### src/rtl/dhwi_pkg.sv
// Purpose: shared constants for the DAC host write front end
// Assumes: 10 MHz system clock, 7-bit slave address, 32 channels
// Notes:   field positions and codes for the core design file; DATA_WIDTH and SEL_WIDTH are not used there
package dhwi_pkg;
  localparam logic [4:0] ADDR_FIXED     = 5'h15;  // Upper five address bits 10101
  localparam logic [7:0] BURST_POINTER  = 8'hFF;  // Pointer code entering burst mode
  localparam logic [4:0] FIRST_CHANNEL  = 5'h00;
  localparam logic [4:0] LAST_CHANNEL   = 5'h1F;
  localparam logic [3:0] BITS_PER_BYTE  = 4'h8;   // Ninth bit is the acknowledge slot
  localparam int         REG_SEL_HI_POS = 7;      // Register select in first data byte
  localparam int         REG_SEL_LO_POS = 6;
  localparam int         VAL_HI_TOP     = 5;      // Upper six value bits of first byte
  localparam int         DATA_WIDTH     = 14;
  localparam int         CHAN_WIDTH     = 5;
  localparam int         SEL_WIDTH      = 2;
endpackage

### src/rtl/dhwi_core.sv
// Purpose: I2C write path and parallel write port of a 32-channel DAC front end
// Assumes: SCL well below sys_clk/8; all pins synchronised on sys_clk
// Notes:   emits one write pulse per completed channel update
`timescale 1ns/1ps

module dhwi_core (
  input  wire logic        sys_clk,
  input  wire logic        rst_n,
  input  wire logic        scl_in,
  input  wire logic        sda_in,
  output logic             sda_out,
  output logic             sda_oe,
  input  wire logic        slave_strap_hi,
  input  wire logic        slave_strap_lo,
  input  wire logic        interface_select,
  input  wire logic        cs_n,
  input  wire logic        wr_n,
  input  wire logic [4:0]  channel_address,
  input  wire logic        register_select_hi,
  input  wire logic        register_select_lo,
  input  wire logic [13:0] parallel_data_word,
  output logic             write_valid,
  output logic [4:0]       write_channel,
  output logic [1:0]       write_register,
  output logic [13:0]      write_data,
  output logic             burst_active,
  output logic             toggle_blocked
);
  typedef enum logic [2:0] {
    DHWI_IDLE, DHWI_ADDR, DHWI_PTR, DHWI_DHI, DHWI_DLO, DHWI_SKIP
  } dhwi_state_t;

  logic       scl_s;
  logic       sda_s;
  logic       sel_s;
  logic       cs_n_s;
  logic       wr_n_s;
  logic [4:0] chan_s;
  logic [1:0] reg_s;
  logic [13:0] pdata_s;
  logic [1:0]  strap_s;

  // All pins cross into sys_clk; bus idles high, straps read as zero in reset
  dhwi_sync #(.WIDTH(5), .INIT(32'h0000_001C)) u_sync_i2c (
    .sys_clk (sys_clk),
    .rst_n   (rst_n),
    .pin_in  ({scl_in, sda_in, interface_select,
               slave_strap_hi, slave_strap_lo}),
    .pin_out ({scl_s, sda_s, sel_s, strap_s})
  );
  dhwi_sync #(.WIDTH(23), .INIT(32'h0000_0003)) u_sync_par (
    .sys_clk (sys_clk),
    .rst_n   (rst_n),
    .pin_in  ({channel_address, register_select_hi, register_select_lo,
               parallel_data_word, cs_n, wr_n}),
    .pin_out ({chan_s, reg_s, pdata_s, cs_n_s, wr_n_s})
  );

  dhwi_state_t state_q, state_d;
  logic        scl_q, scl_d;
  logic        sda_q, sda_d;
  logic [3:0]  bit_q, bit_d;
  logic [7:0]  shift_q, shift_d;
  logic        ack_q, ack_d;
  logic        burst_q, burst_d;
  logic [4:0]  ptr_q, ptr_d;
  logic [7:0]  hi_q, hi_d;
  logic        wv_q, wv_d;
  logic [4:0]  wch_q, wch_d;
  logic [1:0]  wrg_q, wrg_d;
  logic [13:0] wdt_q, wdt_d;
  logic        tog_q, tog_d;
  logic        wr_n_q;

  logic scl_rise;
  logic scl_fall;
  logic start_c;
  logic stop_c;
  logic ser_en;
  logic [7:0] byte_c;

  // Bus events seen from synchronised samples only
  always_comb begin
    scl_d    = scl_s;
    sda_d    = sda_s;
    ser_en   = sel_s;
    scl_rise = scl_s & ~scl_q;
    scl_fall = ~scl_s & scl_q;
    start_c  = ser_en & scl_s & scl_q & sda_q & ~sda_s;
    stop_c   = ser_en & scl_s & scl_q & ~sda_q & sda_s;
    byte_c   = {shift_q[6:0], sda_s};
  end

  // Byte engine and write sequencer
  always_comb begin
    state_d = state_q;
    bit_d   = bit_q;
    shift_d = shift_q;
    ack_d   = ack_q;
    burst_d = burst_q;
    ptr_d   = ptr_q;
    hi_d    = hi_q;
    wv_d    = 1'b0;
    wch_d   = wch_q;
    wrg_d   = wrg_q;
    wdt_d   = wdt_q;
    tog_d   = 1'b0;
    if (!ser_en) begin
      // Parallel port owns the channel registers
      state_d = DHWI_IDLE;
      burst_d = 1'b0;
      ack_d   = 1'b0;
      if (wr_n_s && !wr_n_q && !cs_n_s) begin
        wv_d  = 1'b1;
        wch_d = chan_s;
        wrg_d = reg_s;
        wdt_d = pdata_s;
      end
    end else if (stop_c) begin
      state_d = DHWI_IDLE;
      burst_d = 1'b0;
      ack_d   = 1'b0;
    end else if (start_c) begin
      state_d = DHWI_ADDR;
      bit_d   = 4'h0;
      ack_d   = 1'b0;
      burst_d = 1'b0;
    end else if (scl_fall && state_q != DHWI_IDLE) begin
      if (ack_q) begin
        ack_d = 1'b0;                                       // Release after ninth clock
        bit_d = 4'h0;
      end else if (bit_q == dhwi_pkg::BITS_PER_BYTE) begin
        bit_d = 4'h0;
        // Byte complete: decide, and acknowledge unless the address mismatches or the byte is skipped
        unique case (state_q)
          DHWI_ADDR: begin
            if (shift_q == {dhwi_pkg::ADDR_FIXED, strap_s, 1'b0}) begin
              ack_d   = 1'b1;
              state_d = DHWI_PTR;
            end else begin
              state_d = DHWI_SKIP;
            end
          end
          DHWI_PTR: begin
            ack_d   = 1'b1;
            state_d = DHWI_DHI;
            if (shift_q == dhwi_pkg::BURST_POINTER) begin
              burst_d = 1'b1;
              ptr_d   = dhwi_pkg::FIRST_CHANNEL;
            end else begin
              ptr_d   = shift_q[dhwi_pkg::CHAN_WIDTH-1:0];
            end
          end
          DHWI_DHI: begin
            ack_d   = 1'b1;
            hi_d    = shift_q;
            state_d = DHWI_DLO;
          end
          DHWI_DLO: begin
            ack_d = 1'b1;
            wrg_d = hi_q[dhwi_pkg::REG_SEL_HI_POS:dhwi_pkg::REG_SEL_LO_POS];
            wch_d = ptr_q;
            wdt_d = {hi_q[dhwi_pkg::VAL_HI_TOP:0], shift_q};
            // Toggle registers are not reachable in burst
            if (burst_q && hi_q[dhwi_pkg::REG_SEL_HI_POS:dhwi_pkg::REG_SEL_LO_POS]
                == 2'h0) begin
              tog_d = 1'b1;
            end else begin
              wv_d = 1'b1;
            end
            if (burst_q && ptr_q != dhwi_pkg::LAST_CHANNEL) begin
              ptr_d   = 5'(ptr_q + 5'h01);
              state_d = DHWI_DHI;
            end else begin
              burst_d = 1'b0;
              state_d = DHWI_PTR;
            end
          end
          default: state_d = DHWI_SKIP;
        endcase
      end
    end else if (scl_rise && state_q != DHWI_IDLE && !ack_q
                 && bit_q != dhwi_pkg::BITS_PER_BYTE) begin
      shift_d = byte_c;
      bit_d   = 4'(bit_q + 4'h1);
    end
  end

  // Register stage; outputs straight from flops
  always_ff @(posedge sys_clk or negedge rst_n) begin
    if (!rst_n) begin
      state_q <= DHWI_IDLE;
      scl_q   <= 1'b1;
      sda_q   <= 1'b1;
      bit_q   <= 4'h0;
      shift_q <= 8'h00;
      ack_q   <= 1'b0;
      burst_q <= 1'b0;
      ptr_q   <= 5'h00;
      hi_q    <= 8'h00;
      wv_q    <= 1'b0;
      wch_q   <= 5'h00;
      wrg_q   <= 2'h0;
      wdt_q   <= 14'h0000;
      tog_q   <= 1'b0;
      wr_n_q  <= 1'b1;
    end else begin
      state_q <= state_d;
      scl_q   <= scl_d;
      sda_q   <= sda_d;
      bit_q   <= bit_d;
      shift_q <= shift_d;
      ack_q   <= ack_d;
      burst_q <= burst_d;
      ptr_q   <= ptr_d;
      hi_q    <= hi_d;
      wv_q    <= wv_d;
      wch_q   <= wch_d;
      wrg_q   <= wrg_d;
      wdt_q   <= wdt_d;
      tog_q   <= tog_d;
      wr_n_q  <= wr_n_s;
    end
  end

  // Acknowledge pulls data low; open drain so output is constant low
  assign sda_out        = 1'b0;
  assign sda_oe         = ack_q;
  assign write_valid    = wv_q;
  assign write_channel  = wch_q;
  assign write_register = wrg_q;
  assign write_data     = wdt_q;
  assign burst_active   = burst_q;
  assign toggle_blocked = tog_q;

  // Stop always returns to idle
  stop_idle_a: assert property (@(posedge sys_clk) disable iff (!rst_n)
    stop_c |=> state_q == DHWI_IDLE && !burst_q)
    else $error("stop did not end transfer");

  // Burst pointer begins at channel zero
  burst_zero_a: assert property (@(posedge sys_clk) disable iff (!rst_n)
    $rose(burst_q) |-> ptr_q == dhwi_pkg::FIRST_CHANNEL)
    else $error("burst did not start at channel zero");

  // Serial disabled keeps bus released
  par_quiet_a: assert property (@(posedge sys_clk) disable iff (!rst_n)
    !sel_s |=> !sda_oe)
    else $error("serial active while parallel selected");

  // Parallel write needs select low
  par_select_a: assert property (@(posedge sys_clk) disable iff (!rst_n)
    wv_q && !sel_s && !$past(sel_s) |-> !$past(cs_n_s))
    else $error("parallel write without select");

  // Strobe rise captures data word
  par_latch_a: assert property (@(posedge sys_clk) disable iff (!rst_n)
    !sel_s && !cs_n_s && wr_n_s && !wr_n_q |=> wv_q && wdt_q == $past(pdata_s))
    else $error("parallel word not latched");

  // Last burst channel reverts to pointer wait
  burst_end_a: assert property (@(posedge sys_clk) disable iff (!rst_n)
    ser_en && !stop_c && !start_c && scl_fall && !ack_q && bit_q == dhwi_pkg::BITS_PER_BYTE
    && state_q == DHWI_DLO && burst_q && ptr_q == dhwi_pkg::LAST_CHANNEL
    |=> !burst_q && state_q == DHWI_PTR)
    else $error("burst did not end after last channel");

  // Acknowledge held for the whole ninth clock
  ack_span_a: assert property (@(posedge sys_clk) disable iff (!rst_n)
    sda_oe && ser_en && !scl_fall && !stop_c && !start_c |=> sda_oe)
    else $error("acknowledge released early");

  // Acknowledge freed at the fall that ends the ninth clock
  ack_release_a: assert property (@(posedge sys_clk) disable iff (!rst_n)
    sda_oe && scl_fall |=> !sda_oe)
    else $error("acknowledge held past ninth clock");

  // Data pair write carries register select
  pair_write_a: assert property (@(posedge sys_clk) disable iff (!rst_n)
    wv_q && ser_en && $past(ser_en)
    |-> wrg_q == $past(hi_q[dhwi_pkg::REG_SEL_HI_POS:dhwi_pkg::REG_SEL_LO_POS]))
    else $error("register select mismatch");

  // Dropped toggle pair never writes and only happens in burst
  toggle_drop_a: assert property (@(posedge sys_clk) disable iff (!rst_n)
    tog_q |-> !wv_q && $past(burst_q))
    else $error("toggle write not dropped");
endmodule

### src/rtl/dhwi_sync.sv
// Purpose: two-flop synchroniser for a group of pin inputs
// Assumes: inputs are asynchronous to sys_clk
// Notes:   first stage is read only by the second stage
`timescale 1ns/1ps
module dhwi_sync #(
  parameter int          WIDTH = 1,
  parameter logic [31:0] INIT  = 32'h0000_0000
) (
  input  wire logic             sys_clk,
  input  wire logic             rst_n,
  input  wire logic [WIDTH-1:0] pin_in,
  output logic      [WIDTH-1:0] pin_out
);
  logic [WIDTH-1:0] meta_q;
  logic [WIDTH-1:0] meta_d;
  logic [WIDTH-1:0] out_q;
  logic [WIDTH-1:0] out_d;

  // Next values: shift one stage per clock
  always_comb begin
    meta_d = pin_in;
    out_d  = meta_q;
  end

  // Reset to the idle level so no false edge follows release
  always_ff @(posedge sys_clk or negedge rst_n) begin
    if (!rst_n) begin
      meta_q <= INIT[WIDTH-1:0];
      out_q  <= INIT[WIDTH-1:0];
    end else begin
      meta_q <= meta_d;
      out_q  <= out_d;
    end
  end

  assign pin_out = out_q;
endmodule
### config.mk
export PLATFORM = sky130hd
export DESIGN_NAME = dhwi_core
export DESIGN_NICKNAME = d
export VERILOG_FILES = /design/src/rtl/dhwi_pkg.sv /design/src/rtl/dhwi_core.sv /design/src/rtl/dhwi_sync.sv
export SDC_FILE = /design/constraint.sdc
export NUM_CORES = 1
export LEC_CHECK = 0
export ABC_AREA = 0
export ABC_CLOCK_PERIOD_IN_PS = 2100
export BUFFER_PORTS_ARGS = -buffer_cell sky130_fd_sc_hd__clkbuf_2
export CAP_MARGIN = 20
export CELL_PAD_IN_SITES_DETAIL_PLACEMENT = 0
export CELL_PAD_IN_SITES_GLOBAL_PLACEMENT = 1
export CORE_AREA = 2 2 108 110
export CTS_CLUSTER_SIZE = 14
export DETAILED_ROUTE_END_ITERATION = 10
export DIE_AREA = 0 0 110 112
export HOLD_SLACK_MARGIN = 0.12
export PLACE_DENSITY_LB_ADDON = 0.3
export SYNTH_ARGS = -nofsm -noshare
export SYNTH_HDL_FRONTEND = slang
export SYNTH_SLANG_ARGS = --single-unit
### constraint.sdc
create_clock -name sys_clk -period 2.1 [get_ports sys_clk]
set_clock_uncertainty 0.05 [all_clocks]
set_input_delay 0.42 -clock sys_clk [delete_from_list [all_inputs] [get_ports sys_clk]]
set_output_delay 0.42 -clock sys_clk [all_outputs]
set_load 0.1 [all_outputs]
==> results by stage, run 1 <==
STA:
- The final number of hold-violating endpoints is 0.
- The final cycle utilization of the critical path is between 90% and 100%.
- The smallest clock period supported by the final layout is computed as approximately 2000 ps.
- In this run the tightest slew margin relative to its limit is approximately 64%.
- Hold is met by ~130 ps.
- Timing would allow up to 490 MHz.
- Setup repair after global routing could not meet its margin everywhere.
- The max-slew violation total from the final report came to 0.
- Setup violations remaining at the end of the flow were counted as 0.
- The slew at the pin closest to its max-slew limit is between 500 and 600 ps.

Global routing:
- For this run the aggregate overflow at the end of global routing stands at 0.
- The total global routing track utilization is 14.8%.
- The initial antenna violation count is 0.
- The first global-routing pass estimated between 10000 and 15000 um of wire.
- The pin count of the biggest net entering global routing is 42.
- The via count of the first global-routing pass was between 2k and 3k.

Critical path:
- Along the worst path, the maximum fanout reaches 10.
- The slowest cell on the critical path is or4_4.
- The critical path launch point is bit_q[1].
- At the worst endpoint, the required time is between 2000 and 2500 ps.
- Walking the worst path, the cells encountered are inv_1 -> ha_2 -> and3b_1 -> or4_4 -> or2_4 -> buf_12 -> mux2_4.
- The worst setup path is launched from a flip-flop.
- The maximum cell stage delay along the critical path is 420 ps.
- By startpoint and endpoint, the worst setup path is classified as flip-flop to flip-flop.
- The worst setup path is captured at a flip-flop.
- The origin of the critical flop-to-flop path is bit_q[1].
- The data arrival at the endpoint of the critical path is ~2200 ps.

Detailed routing:
- The detail route stage leaves a number of antenna-violating nets equal to 0.
- The number of detailed-routing iterations run before antenna repair is 5.
- The detailed router's first-iteration violation count is 94.
- The number of vias after detailed routing is approximately 2.6k.
- The routed wirelength normalized by instance count is about 15 um.
- The overall routed net length is around 8000 um.
- After detailed routing, the number of remaining DRC violations is 0.
- After detailed routing, the number of vias per cell comes to ~4.9.

Place:
- The post-place instance area is just under 5000 um^2.
- Port buffering added 54 buffers.
- The wire-length estimate of the detail-placed layout is around 6000 um.
- Routability-driven placement finished with a final weighted congestion of 0.772.

Synth:
- Sequential cells were found to cover 64.9% of the synthesized design area.
- The total number of yosys warnings is 0.
- The number of nets in the synthesized netlist is roughly 320.
- The post-synthesis instance area is 4340 um^2.
- Each instance of the synthesized netlist takes up on average between 10 and 15 um^2.
- The number of distinct library cell variants in the gate-level netlist after synthesis is 57.
- The post-synthesis register bit count is ~110.
- The number of synthesized flops with an enable pin is 0.
- The proportion of synthesized flip-flops having asynchronous set or reset is 100%.
- The most used flip-flop cell after synthesis is dfrtp_1.
- The instance count of the mapped netlist is between 200 and 300.

Finish:
- The share of final-layout standard cells stronger than drive strength 1 is a little under two fifths.
- In the final layout, the multi-input gates occupy 1430 um^2.
- Summing all non-filler instances in the final layout gives an area of around 5500 um^2.
- The count of nets after finishing is 428.
- From synthesis to final layout, the design area changed by 26.7%.
- Summing all flip-flop and latch instances after layout gives 2820 um^2.
- The number of diodes added for antenna fixing is 0.
- The final-layout fill cell count is about 970.

Floorplanning:
- The floorplan has 39 rows.
- The die is 110 um wide.
- In this run the count of I/O pins placed on the die edge is between 50 and 60.
- The area of the die is 12300 um^2.
- The floorplan step set the die height to around 110 um.
- The initial utilization of the core area, before any placement, comes to between 30 and 40%.
- The standard cell core area is ~11000 um^2.

CTS:
- The tree built by TritonCTS fans out to about 110 sinks.
- The number of buffers on the longest clock path is 2.
- The clock tree root driver cell is clkbuf_16.
- Clock-pin slew was measured on the worst setup and hold paths at about 70 ps.
- In this run, CTS created clock tree buffers numbering 9.
- The clock reaches the later pin of the worst-skew pair after between 300 and 400 ps.
- The clock tree from TritonCTS is yes.
- The number of H-tree levels is 3.

Power:
- The highest ir drop seen on vdd is between 0.7 and 0.8 mV.
- The static leakage is around 0.0026 uW.
- The total power divided by cell area is ~1000 nW/um^2.
- Summing internal, switching and leakage power gives ~5400 uW.

Status:
- The run finished with clean final reports.

Hold path:
- The worst min-delay path class is input port to flip-flop.
- The worst hold path begins at parallel_data_word[13].

Run:
- Max-cap violations in this run came to 0.
[critical path: cells and delay by family, from the launching register on]
kind	cells	cell delay (ps)
flops	1	350
mux	1	290
fa+ha+maj	1	170
buf+inv	2	210
simple gates	3	850
[through the flow]
step	util (%)	setup slack (ps)	std cells	setup TNS (ps)
after detailed placement	44.1	29.0	499	0
after floorplan	-	6.20	290	0
final	49.2	58.6	542	0
after global routing	49.2	-13.4	542	-62.6
after CTS	48.8	2.89	539	0
after global placement	44.1	61.0	499	0
[cell families (layout without fill, tap and decap cells)]
kind of cell | Yosys count | after routing | synth area share (%)
and+or+nand+nor | 52 | 52 | 8.16
buffers and inverters | 22 | 131 | 2.71
other | 1 | 1 | 0.0864
muxes | 62 | 62 | 16.7
DFF | 112 | 112 | 64.9
xor gates and xnor gates | 3 | 3 | 0.605
adders and majority gates | 4 | 4 | 1.15
AOI/OAI and AO/OA | 34 | 34 | 5.62
[registers in the layout (all words and copies together) (netlist names), 2 cells and up]
signal	count
ptr_q	5
bit_q	4
u_sync_i2c.meta_q	5
u_sync_i2c.pin_out	5
write_data	14
write_register	2
state_q	3
write_channel	5
u_sync_par.meta_q	23
hi_q	8
u_sync_par.pin_out	23
shift_q	8
[what timing repair did]
| item | in CTS | in global routing |
|---|---|---|
| resized for setup | 0 | 7 |
| setup endpoints to repair | 0 | 33 |
| setup buffers | 0 | 2 |
| hold endpoints to repair | 43 | 1 |
| hold buffers | 24 | 1 |
[cells in the mapped netlist, types with 3 or more instances]
library cell | instances | area (um^2)
buf_2 | 4 | 20.0
nor2b_1 | 3 | 18.8
dfrtp_1 | 99 | 2480
mux2_4 | 8 | 120
or4b_1 | 3 | 30.0
dfstp_2 | 13 | 342
buf_6 | 3 | 33.8
mux2_2 | 21 | 236
inv_1 | 9 | 33.8
a31oi_1 | 6 | 37.5
nand2_1 | 7 | 26.3
and3_1 | 5 | 31.3
o21ai_1 | 3 | 15.0
xnor2_1 | 3 | 26.3
ha_1 | 4 | 50.1
mux2_1 | 32 | 360
o2bb2ai_1 | 3 | 26.3
nand3_1 | 4 | 20.0
or3_1 | 5 | 31.3
clkbuf_1 | 4 | 15.0
o21ai_0 | 3 | 15.0
[cell usage in the layout, fill, tap and decap left out, types with 3 or more instances in the layout]
master | synthesis | routed
o21ai_1 | 3 | 3
nand2_1 | 7 | 7
xnor2_1 | 3 | 3
mux2_2 | 21 | 21
or4b_1 | 3 | 3
or3_1 | 5 | 5
o2bb2ai_1 | 3 | 3
clkbuf_16 | 0 | 10
and3_1 | 5 | 4
dfrtp_1 | 99 | 98
o21ai_0 | 3 | 3
buf_4 | 1 | 24
dlygate4sd3_1 | 0 | 25
inv_1 | 9 | 9
dfstp_2 | 13 | 13
clkbuf_2 | 0 | 53
nor2b_1 | 3 | 3
mux2_1 | 32 | 32
a31oi_1 | 6 | 5
mux2_4 | 8 | 8
nand3_1 | 4 | 4
[path summary, 6_finish.rpt]
path	end	slack, ps	cells after the start
max	shift_q[3]	60	7
min	u_sync_par.meta_q[15]	130	1
min in group asynchronous	u_sync_par.pin_out[15]	480	2
max reg2reg	shift_q[3]	60	7
min reg2reg	u_sync_par.pin_out[7]	300	0
max in group asynchronous	u_sync_i2c.meta_q[2]	840	3
[cell type report]
class                           count  area share (%)
Tap cell                          143            3.25
Multi-Input combinational cell    156            25.9
Sequential cell                   112            51.3
Clock buffer                       12            4.69
Inverter                            9           0.614
Timing Repair Buffer              106            13.8
Clock inverter                      4           0.478
[routing by layer]
| metal | GRT usage (%) | vias up | part of all wire [%] |
|---|---|---|---|
| met5 | 0 | - | 0 |
| met4 | 5.32 | 0 | 1.6 |
| met3 | 4.10 | 11 | 4.1 |
| met2 | 22.1 | 49 | 47 |
| met1 | 20.6 | 1325 | 47 |
| li1 | - | 1244 | - |
[power breakdown]
group | total, uW | switching, uW | internal, uW
Clock | 1630 | 747 | 880
Sequential | 2490 | 130 | 2360
Combinational | 1280 | 946 | 338
No activity file was read; power rests on OpenSTA's default activity.
==> run 2, diff against run 1 <==
--- a/config.mk
+++ b/config.mk
@@ -6,15 +6,14 @@
 export NUM_CORES = 1
 export LEC_CHECK = 0
 export ABC_AREA = 0
-export ABC_CLOCK_PERIOD_IN_PS = 2100
+export ABC_CLOCK_PERIOD_IN_PS = 1700
 export BUFFER_PORTS_ARGS = -buffer_cell sky130_fd_sc_hd__clkbuf_2
 export CAP_MARGIN = 20
-export CELL_PAD_IN_SITES_DETAIL_PLACEMENT = 0
-export CELL_PAD_IN_SITES_GLOBAL_PLACEMENT = 1
 export CORE_AREA = 2 2 108 110
 export CTS_CLUSTER_SIZE = 14
 export DETAILED_ROUTE_END_ITERATION = 10
 export DIE_AREA = 0 0 110 112
+export GPL_TIMING_DRIVEN = 0
 export HOLD_SLACK_MARGIN = 0.12
 export PLACE_DENSITY_LB_ADDON = 0.3
 export SYNTH_ARGS = -nofsm -noshare
==> constraint.sdc (replaced) <==
create_clock -name sys_clk -period 1.7 [get_ports sys_clk]
set_clock_uncertainty 0.05 [all_clocks]
set_input_delay 0.34 -clock sys_clk [delete_from_list [all_inputs] [get_ports sys_clk]]
set_output_delay 0.34 -clock sys_clk [all_outputs]
set_load 0.1 [all_outputs]
==> results by stage, run 2 (same netlist as run 1, synthesis figures left out) <==
Place:
- The final weighted congestion in routability-driven placement came to 0.851 (+10%).
- The post-place instance area is 4940 um^2 (+0.25%).
- The quantity of I/O buffers inserted on ports came to 54 (unchanged).
- The detailed placer's ending HPWL is 5270 um (-10%).

Global routing:
- The pin count of the biggest net entering global routing is 113 (+170%).
- The initial antenna violation count is 0 (unchanged).
- The total global routing track utilization was 15.8% (+1.0 points).
- The wire length of the first global-routing pass came to 14800 um (+7.8%).
- The total congestion overflow is 0 (unchanged).
- The via count of the first global-routing pass was 2880 (+3.6%).

STA:
- The max-slew violation total from the final report was 0 (unchanged).
- The smallest setup slack after layout was -371 ps (-429 ps).
- Setup repair after global routing could not meet its margin everywhere.
- The final number of hold-violating endpoints is 0 (unchanged).
- The slew at the pin closest to its max-slew limit came to 877 ps (+330 ps).
- The clock period minus final worst setup slack came to 2070 ps (+29.4 ps).
- The worst relative slew slack is 41.5% (-22 points).
- The count of final setup violators was 48 (+48).
- The final cycle utilization of the critical path was 122% (+25 points).
- The achievable frequency is 483 MHz (-1.4%).

Detailed routing:
- The number of vias after detailed routing came to 2800 (+6.5%).
- The overall routed net length is 9240 um (+13%).
- The highest metal layer used by the detailed router is met4.
- The vias per cell is 4.98 (+2.7%).
- The wire length on met2 was 4550 um (+18%).
- The total DRC errors in the routed layout is 0 (unchanged).
- The post-route met1 wirelength is 4100 um (+6.9%).
- The detailed router's first-iteration violation count is 124 (+32%).
- The final antenna-violating net count is 0 (unchanged).
- The total length of routed met3 wires is 428 um (+27%).
- The routed wirelength normalized by instance count is 16.4 um (+9.0%).
- The number of detailed-routing iterations run before antenna repair is 4 (-1).

Status:
- The run finished, with violations left.
- The final reports fail on setup timing.

Finish:
- The post-route standard cell area excluding fillers is 6090 um^2 (+11%).
- The count of nets after finishing is 448 (+4.7%).
- Relative to the synthesized area, the layout overhead comes to 40.3%.
- The share of final-layout standard cells stronger than drive strength 1 is 55.1% (+18 points).
- The most common cell after layout, fill and taps aside is dfrtp_1.
- Leaving out fill and tap cells, the most frequent cells in the layout are dfrtp_1 (94), clkbuf_2 (55), mux2_4 (40).
- The number of diodes added for antenna fixing is 0 (unchanged).

Floorplanning:
- The standard-cell row count was 39 (unchanged).
- The number of ports placed on the die boundary is 56 (unchanged).
- The standard cell core area is 11200 um^2 (unchanged).
- The horizontal extent of the die is 110 um (unchanged).
- The starting density of the core came to 38.9% (unchanged).
- The die height is 112 um (unchanged).
- The area of the die came to 12300 um^2 (unchanged).

Critical path:
- The worst setup path is of the flip-flop to flip-flop kind.
- The endpoint class of the critical path is a flip-flop.
- The largest fanout of any net on the critical path is 5 (-5).
- The data required time of the critical path came to 1890 ps (-400 ps).
- Among all stages on the critical path, the largest delay is contributed by or4_4.
- The worst path buffer plus inverter count was 2 (unchanged).
- The maximum cell stage delay along the critical path is 420 ps (about the same).
- The signal on the critical path passes through inv_2 -> ha_4 -> and3b_1 -> or4_4 -> or2_4 -> buf_8 -> mux2_4.
- The data arrival at the endpoint of the critical path is 2260 ps (+30 ps).
- The kind of cell adding the most delay to the critical path is simple AND/OR/NAND/NOR gates.
- The kind of start point of the critical path is a flip-flop.

CTS:
- The clock sink total was 112 (unchanged).
- The clock latency of the later-clocked register in the worst-skew pair came to 350 ps (about the same).
- The clock tree root driver cell is clkbuf_16.
- The number of H-tree levels is 3 (unchanged).
- TritonCTS built the clock tree.
- The number of buffers on the longest clock path is 2 (unchanged).
- The total CTS buffers is 9 (unchanged).
- The clock-pin transition on the worst setup and hold timing paths is 80 ps (about the same).

Power:
- The net switching power is 2430 uW (+33%).
- The fraction of power consumed by the clock network was 31.5% (+1.4 points).
- The static leakage is 0.00279 uW (+7.0%).
- The highest ir drop seen on vdd is 0.783 mV (+4.4%).
- The share of total power in sequential cells is 43.9% (-2.2 points).
- The total power consumption of the routed design is 7080 uW (+31%).
- The fraction of power consumed by combinational cells was 24.7% (+0.9 points).
- The cell-internal power was 4650 uW (+30%).
- The switching share of power is 34.3% (+0.49 points).
- The total power divided by cell area came to 1160 nW/um^2 (+18%).

Run:
- The count of max-cap constraint violations is 0 (unchanged).

Hold path:
- The min-delay analysis places its worst path in the category flip-flop to flip-flop.
run 2: layout make-up:
| cell class | instances | area, um^2 |
|---|---|---|
| clock buffer | 9 | 225 |
| tap | 143 | 179 |
| multi-input combinational | 156 | 1740 |
| timing repair buffer | 115 | 872 |
| sequential | 112 | 2830 |
| inverter | 9 | 33.8 |
| buffer | 11 | 121 |
| fill | 890 | 5080 |
| clock inverter | 7 | 96.3 |
run 2: path summary, 6_finish.rpt:
path,from,slack [ps],cells after the start,endpoint
max in group asynchronous,rst_n,340,2,shift_q[0]
worst min register to register,u_sync_par.meta_q[19],300,0,u_sync_par.pin_out[19]
min in group asynchronous,rst_n,600,2,u_sync_par.meta_q[21]
worst max register to register,bit_q[1],-370,7,shift_q[5]
worst min-delay path,u_sync_par.meta_q[19],300,0,u_sync_par.pin_out[19]
worst max-delay path,bit_q[1],-370,7,shift_q[5]
run 2: worst reg2reg max path: stages (launching register included):
cell     delay, ps
dfrtp_1        380
inv_2           60
ha_4           150
and3b_1        170
or4_4          420
or2_4          270
buf_8          150
mux2_4         300
run 2: power groups by stage:
| stage | clock [uW] | combinational [uW] | sequential (uW) |
|---|---|---|---|
| finish | 2230 | 1750 | 3110 |
| CTS | 2280 | 1700 | 3100 |
| floorplan | 0 | 419 | 3950 |
| global route | 2390 | 1830 | 3140 |
| global placement | 0 | 1540 | 3140 |
| detailed placement | 0 | 1550 | 3150 |
run 2: per-layer routing:
metal / global-route usage (%) / up-vias
met2: 24.9 / 90
met1: 21.3 / 1406
met5: 0 / -
met4: 5.99 / 0
li1: - / 1288
met3: 3.45 / 16
run 2: through the flow:
| step | hold slack, ps | TNS [ps] | setup WS, ps | util, % | cells |
|---|---|---|---|---|---|
| after floorplan | -5.59 | -12110 | -348 | - | 290 |
| after global placement | 284 | -152490 | -1680 | 44.1 | 487 |
| after detailed placement | 286 | -18840 | -527 | 44.2 | 487 |
| after CTS | 304 | -13360 | -344 | 52.4 | 551 |
| after global routing | 306 | -18050 | -425 | 54.5 | 562 |
| final | 300 | -14730 | -371 | 54.5 | 562 |
run 2: timing repair:
action	CTS	global route
resized for setup	44	28
cloned	3	1
endpoints found under the setup margin	52	52
hold endpoints to repair	127	0
hold buffers	29	0
buffers inserted	17	12
pin swaps	6	10
==> run 3, diff against run 2 <==
--- a/config.mk
+++ b/config.mk
@@ -6,7 +6,7 @@
 export NUM_CORES = 1
 export LEC_CHECK = 0
 export ABC_AREA = 0
-export ABC_CLOCK_PERIOD_IN_PS = 1700
+export ABC_CLOCK_PERIOD_IN_PS = 1800
 export BUFFER_PORTS_ARGS = -buffer_cell sky130_fd_sc_hd__clkbuf_2
 export CAP_MARGIN = 20
 export CORE_AREA = 2 2 108 110
==> constraint.sdc (replaced) <==
create_clock -name sys_clk -period 1.8 [get_ports sys_clk]
set_clock_uncertainty 0.05 [all_clocks]
set_input_delay 0.36 -clock sys_clk [delete_from_list [all_inputs] [get_ports sys_clk]]
set_output_delay 0.36 -clock sys_clk [all_outputs]
set_load 0.1 [all_outputs]
==> results by stage, run 3 (same netlist as run 1, synthesis figures left out) <==
STA:
- The worst relative slew slack is 42.4% (+0.93 points).
- The max-slew violation total from the final report was 0 (unchanged).
- The achievable frequency was 491 MHz (+1.8%).
- The final cycle utilization of the critical path is 113% (-8.8 points).
- The clock period minus final worst setup slack is 2030 ps (-35.9 ps).
- The smallest setup slack after layout came to -235 ps (+136 ps).
- Setup repair after global routing could not meet its margin everywhere.
- The final number of hold-violating endpoints is 0 (unchanged).
- The slew at the pin closest to its max-slew limit was 863 ps (-13.9 ps).
- The count of final setup violators is 47 (-2.1%).

Status:
- The final reports fail on setup timing.
- The run finished, with violations left.

Finish:
- The final-layout fill cell count is 924 (+3.8%).
- The count of nets after finishing is 439 (-2.0%).
- The total area of sequential cells is 2830 um^2 (about the same).
- The share of final-layout standard cells stronger than drive strength 1 is 50.5% (-4.6 points).
- Relative to the synthesized area, the layout overhead comes to 35.2%.
- The most common cell after layout, fill and taps aside is dfrtp_1.
- The share of the core filled with cells was 52.5% (-2.0 points).
- The non-filler instance count after layout was 553 (-1.6%).
- The number of diodes added for antenna fixing is 0 (unchanged).
- The area of the multi-input gates came to 1640 um^2 (-5.3%).
- Leaving out fill and tap cells, the most frequent cells in the layout are dfrtp_1 (96), clkbuf_2 (54), mux2_4 (40).

Floorplanning:
- The area of the die is 12300 um^2 (unchanged).
- The die height is 112 um (unchanged).
- The starting density of the core is 38.9% (unchanged).
- The number of ports placed on the die boundary is 56 (unchanged).
- The horizontal extent of the die came to 110 um (unchanged).
- The standard cell core area came to 11200 um^2 (unchanged).
- The standard-cell row count was 39 (unchanged).

Run:
- The count of max-cap constraint violations is 0 (unchanged).

Critical path:
- The critical path in this run is classified as flip-flop to flip-flop.
- The data arrival at the endpoint of the critical path is 2220 ps (-40 ps).
- The kind of start point of the critical path is a flip-flop.
- The data required time of the critical path is 1990 ps (+100 ps).
- STA classifies the critical path endpoint as a flip-flop.
- The largest fanout of any net on the critical path came to 5 (unchanged).

CTS:
- TritonCTS built the clock tree.
- The total CTS buffers is 9 (unchanged).
- The number of buffers on the longest clock path is 2 (unchanged).
- The clock-pin transition on the worst setup and hold timing paths is 70 ps (about the same).
- The number of H-tree levels is 3 (unchanged).
- The clock sink total is 112 (unchanged).
- CTS placed an instance of clkbuf_16 at the clock tree root.
- The clock latency of the later-clocked register in the worst-skew pair is 350 ps (about the same).

Power:
- The total power consumption of the routed design is 6420 uW (-9.3%).
- The highest ir drop seen on vdd is 0.862 mV (+10%).
- The static leakage was 0.00271 uW (-3.0%).
- The total power divided by cell area came to 1090 nW/um^2 (-5.9%).

Global routing:
- The wire length of the first global-routing pass is 14600 um (-1.9%).
- The total congestion overflow is 0 (unchanged).
- The pin count of the biggest net entering global routing came to 113 (unchanged).
- The total global routing track utilization came to 15.5% (-0.26 points).
- The via count of the first global-routing pass is 2815 (-2.3%).
- The initial antenna violation count came to 0 (unchanged).

Detailed routing:
- The vias per cell is 4.92 (-1.2%).
- The total DRC errors in the routed layout is 0 (unchanged).
- The number of detailed-routing iterations run before antenna repair came to 4 (unchanged).
- The final antenna-violating net count is 0 (unchanged).
- The overall routed net length is 8720 um (-5.6%).
- The detailed router's first-iteration violation count is 116 (-6.5%).
- The routed wirelength normalized by instance count was 15.8 um (-4.1%).
- The number of vias after detailed routing is 2723 (-2.8%).

Place:
- The total placed cells including tap cells was 487 (unchanged).
- The pre-CTS setup slack is -401 ps (+127 ps).
- The final weighted congestion in routability-driven placement is 0.854 (+0.34%).
- The quantity of I/O buffers inserted on ports was 54 (unchanged).
- The detailed placer's ending HPWL is 5150 um (-2.2%).

Hold path:
- The worst hold path belongs to the class input port to async pin.
[run 3: worst max-delay path: stages (launching register included)]
cell and delay (ps):
dfrtp_1 360, inv_2 60, ha_4 150, and3b_1 170, or4_4 430, or2_4 270
buf_8 140, mux2_4 290
[run 3: final cells by class]
type | count | share of cell area [%]
clock inverters | 6 | 0.874
well taps | 143 | 3.05
plain buffers | 11 | 2.05
multi-input cells | 156 | 28.0
inverters | 9 | 0.575
clock buffers | 10 | 3.90
repair buffers | 106 | 13.4
flip-flops and latches | 112 | 48.1
[run 3: worst paths after layout]
kind / from / endpoint / slack (ps) / cells after the start
setup / recovery: bit_q[1] / shift_q[1] / -230 / 7
hold / removal: rst_n / toggle_blocked / 80 / 1
min in group sys_clk: u_sync_par.meta_q[22] / u_sync_par.pin_out[22] / 300 / 0
max in group asynchronous: rst_n / sda_oe / 1000 / 1
hold reg to reg: u_sync_par.meta_q[22] / u_sync_par.pin_out[22] / 300 / 0
setup reg to reg: bit_q[1] / shift_q[1] / -230 / 7
[run 3: repair_timing]
item	4_1_cts	5_1_grt
setup buffers	19	2
hold endpoints to repair	28	0
pin swaps	8	9
endpoints found under the setup margin	50	49
gates resized for setup	47	5
gates cloned	3	1
hold buffers	28	0
[run 3: metal layers]
metal / GRT usage, % / vias to the layer above / routed length, um
li1: - / 1274 / -
met1: 21.3 / 1367 / 4050
met2: 23.5 / 65 / 4120
met3: 4.27 / 17 / 390
met4: 5.82 / 0 / 159
met5: 0 / - / 0
[run 3: stage by stage]
step                setup TNS, ps  cell area (um^2)  hold WS [ps]
finish                      -7370              5870          81.2
global placement          -138960              4930           283
detailed placement         -13530              4940           285
floorplan                   -7370              4480          14.4
global route                -9940              5870           155
CTS                         -7090              5830           121
[run 3: where the power goes]
part	switching [uW]	total, uW	internal [uW]	leakage, uW
Clock	912	1870	960	0.000136
Sequential	176	2930	2750	0.00137
Combinational	1120	1620	498	0.00120
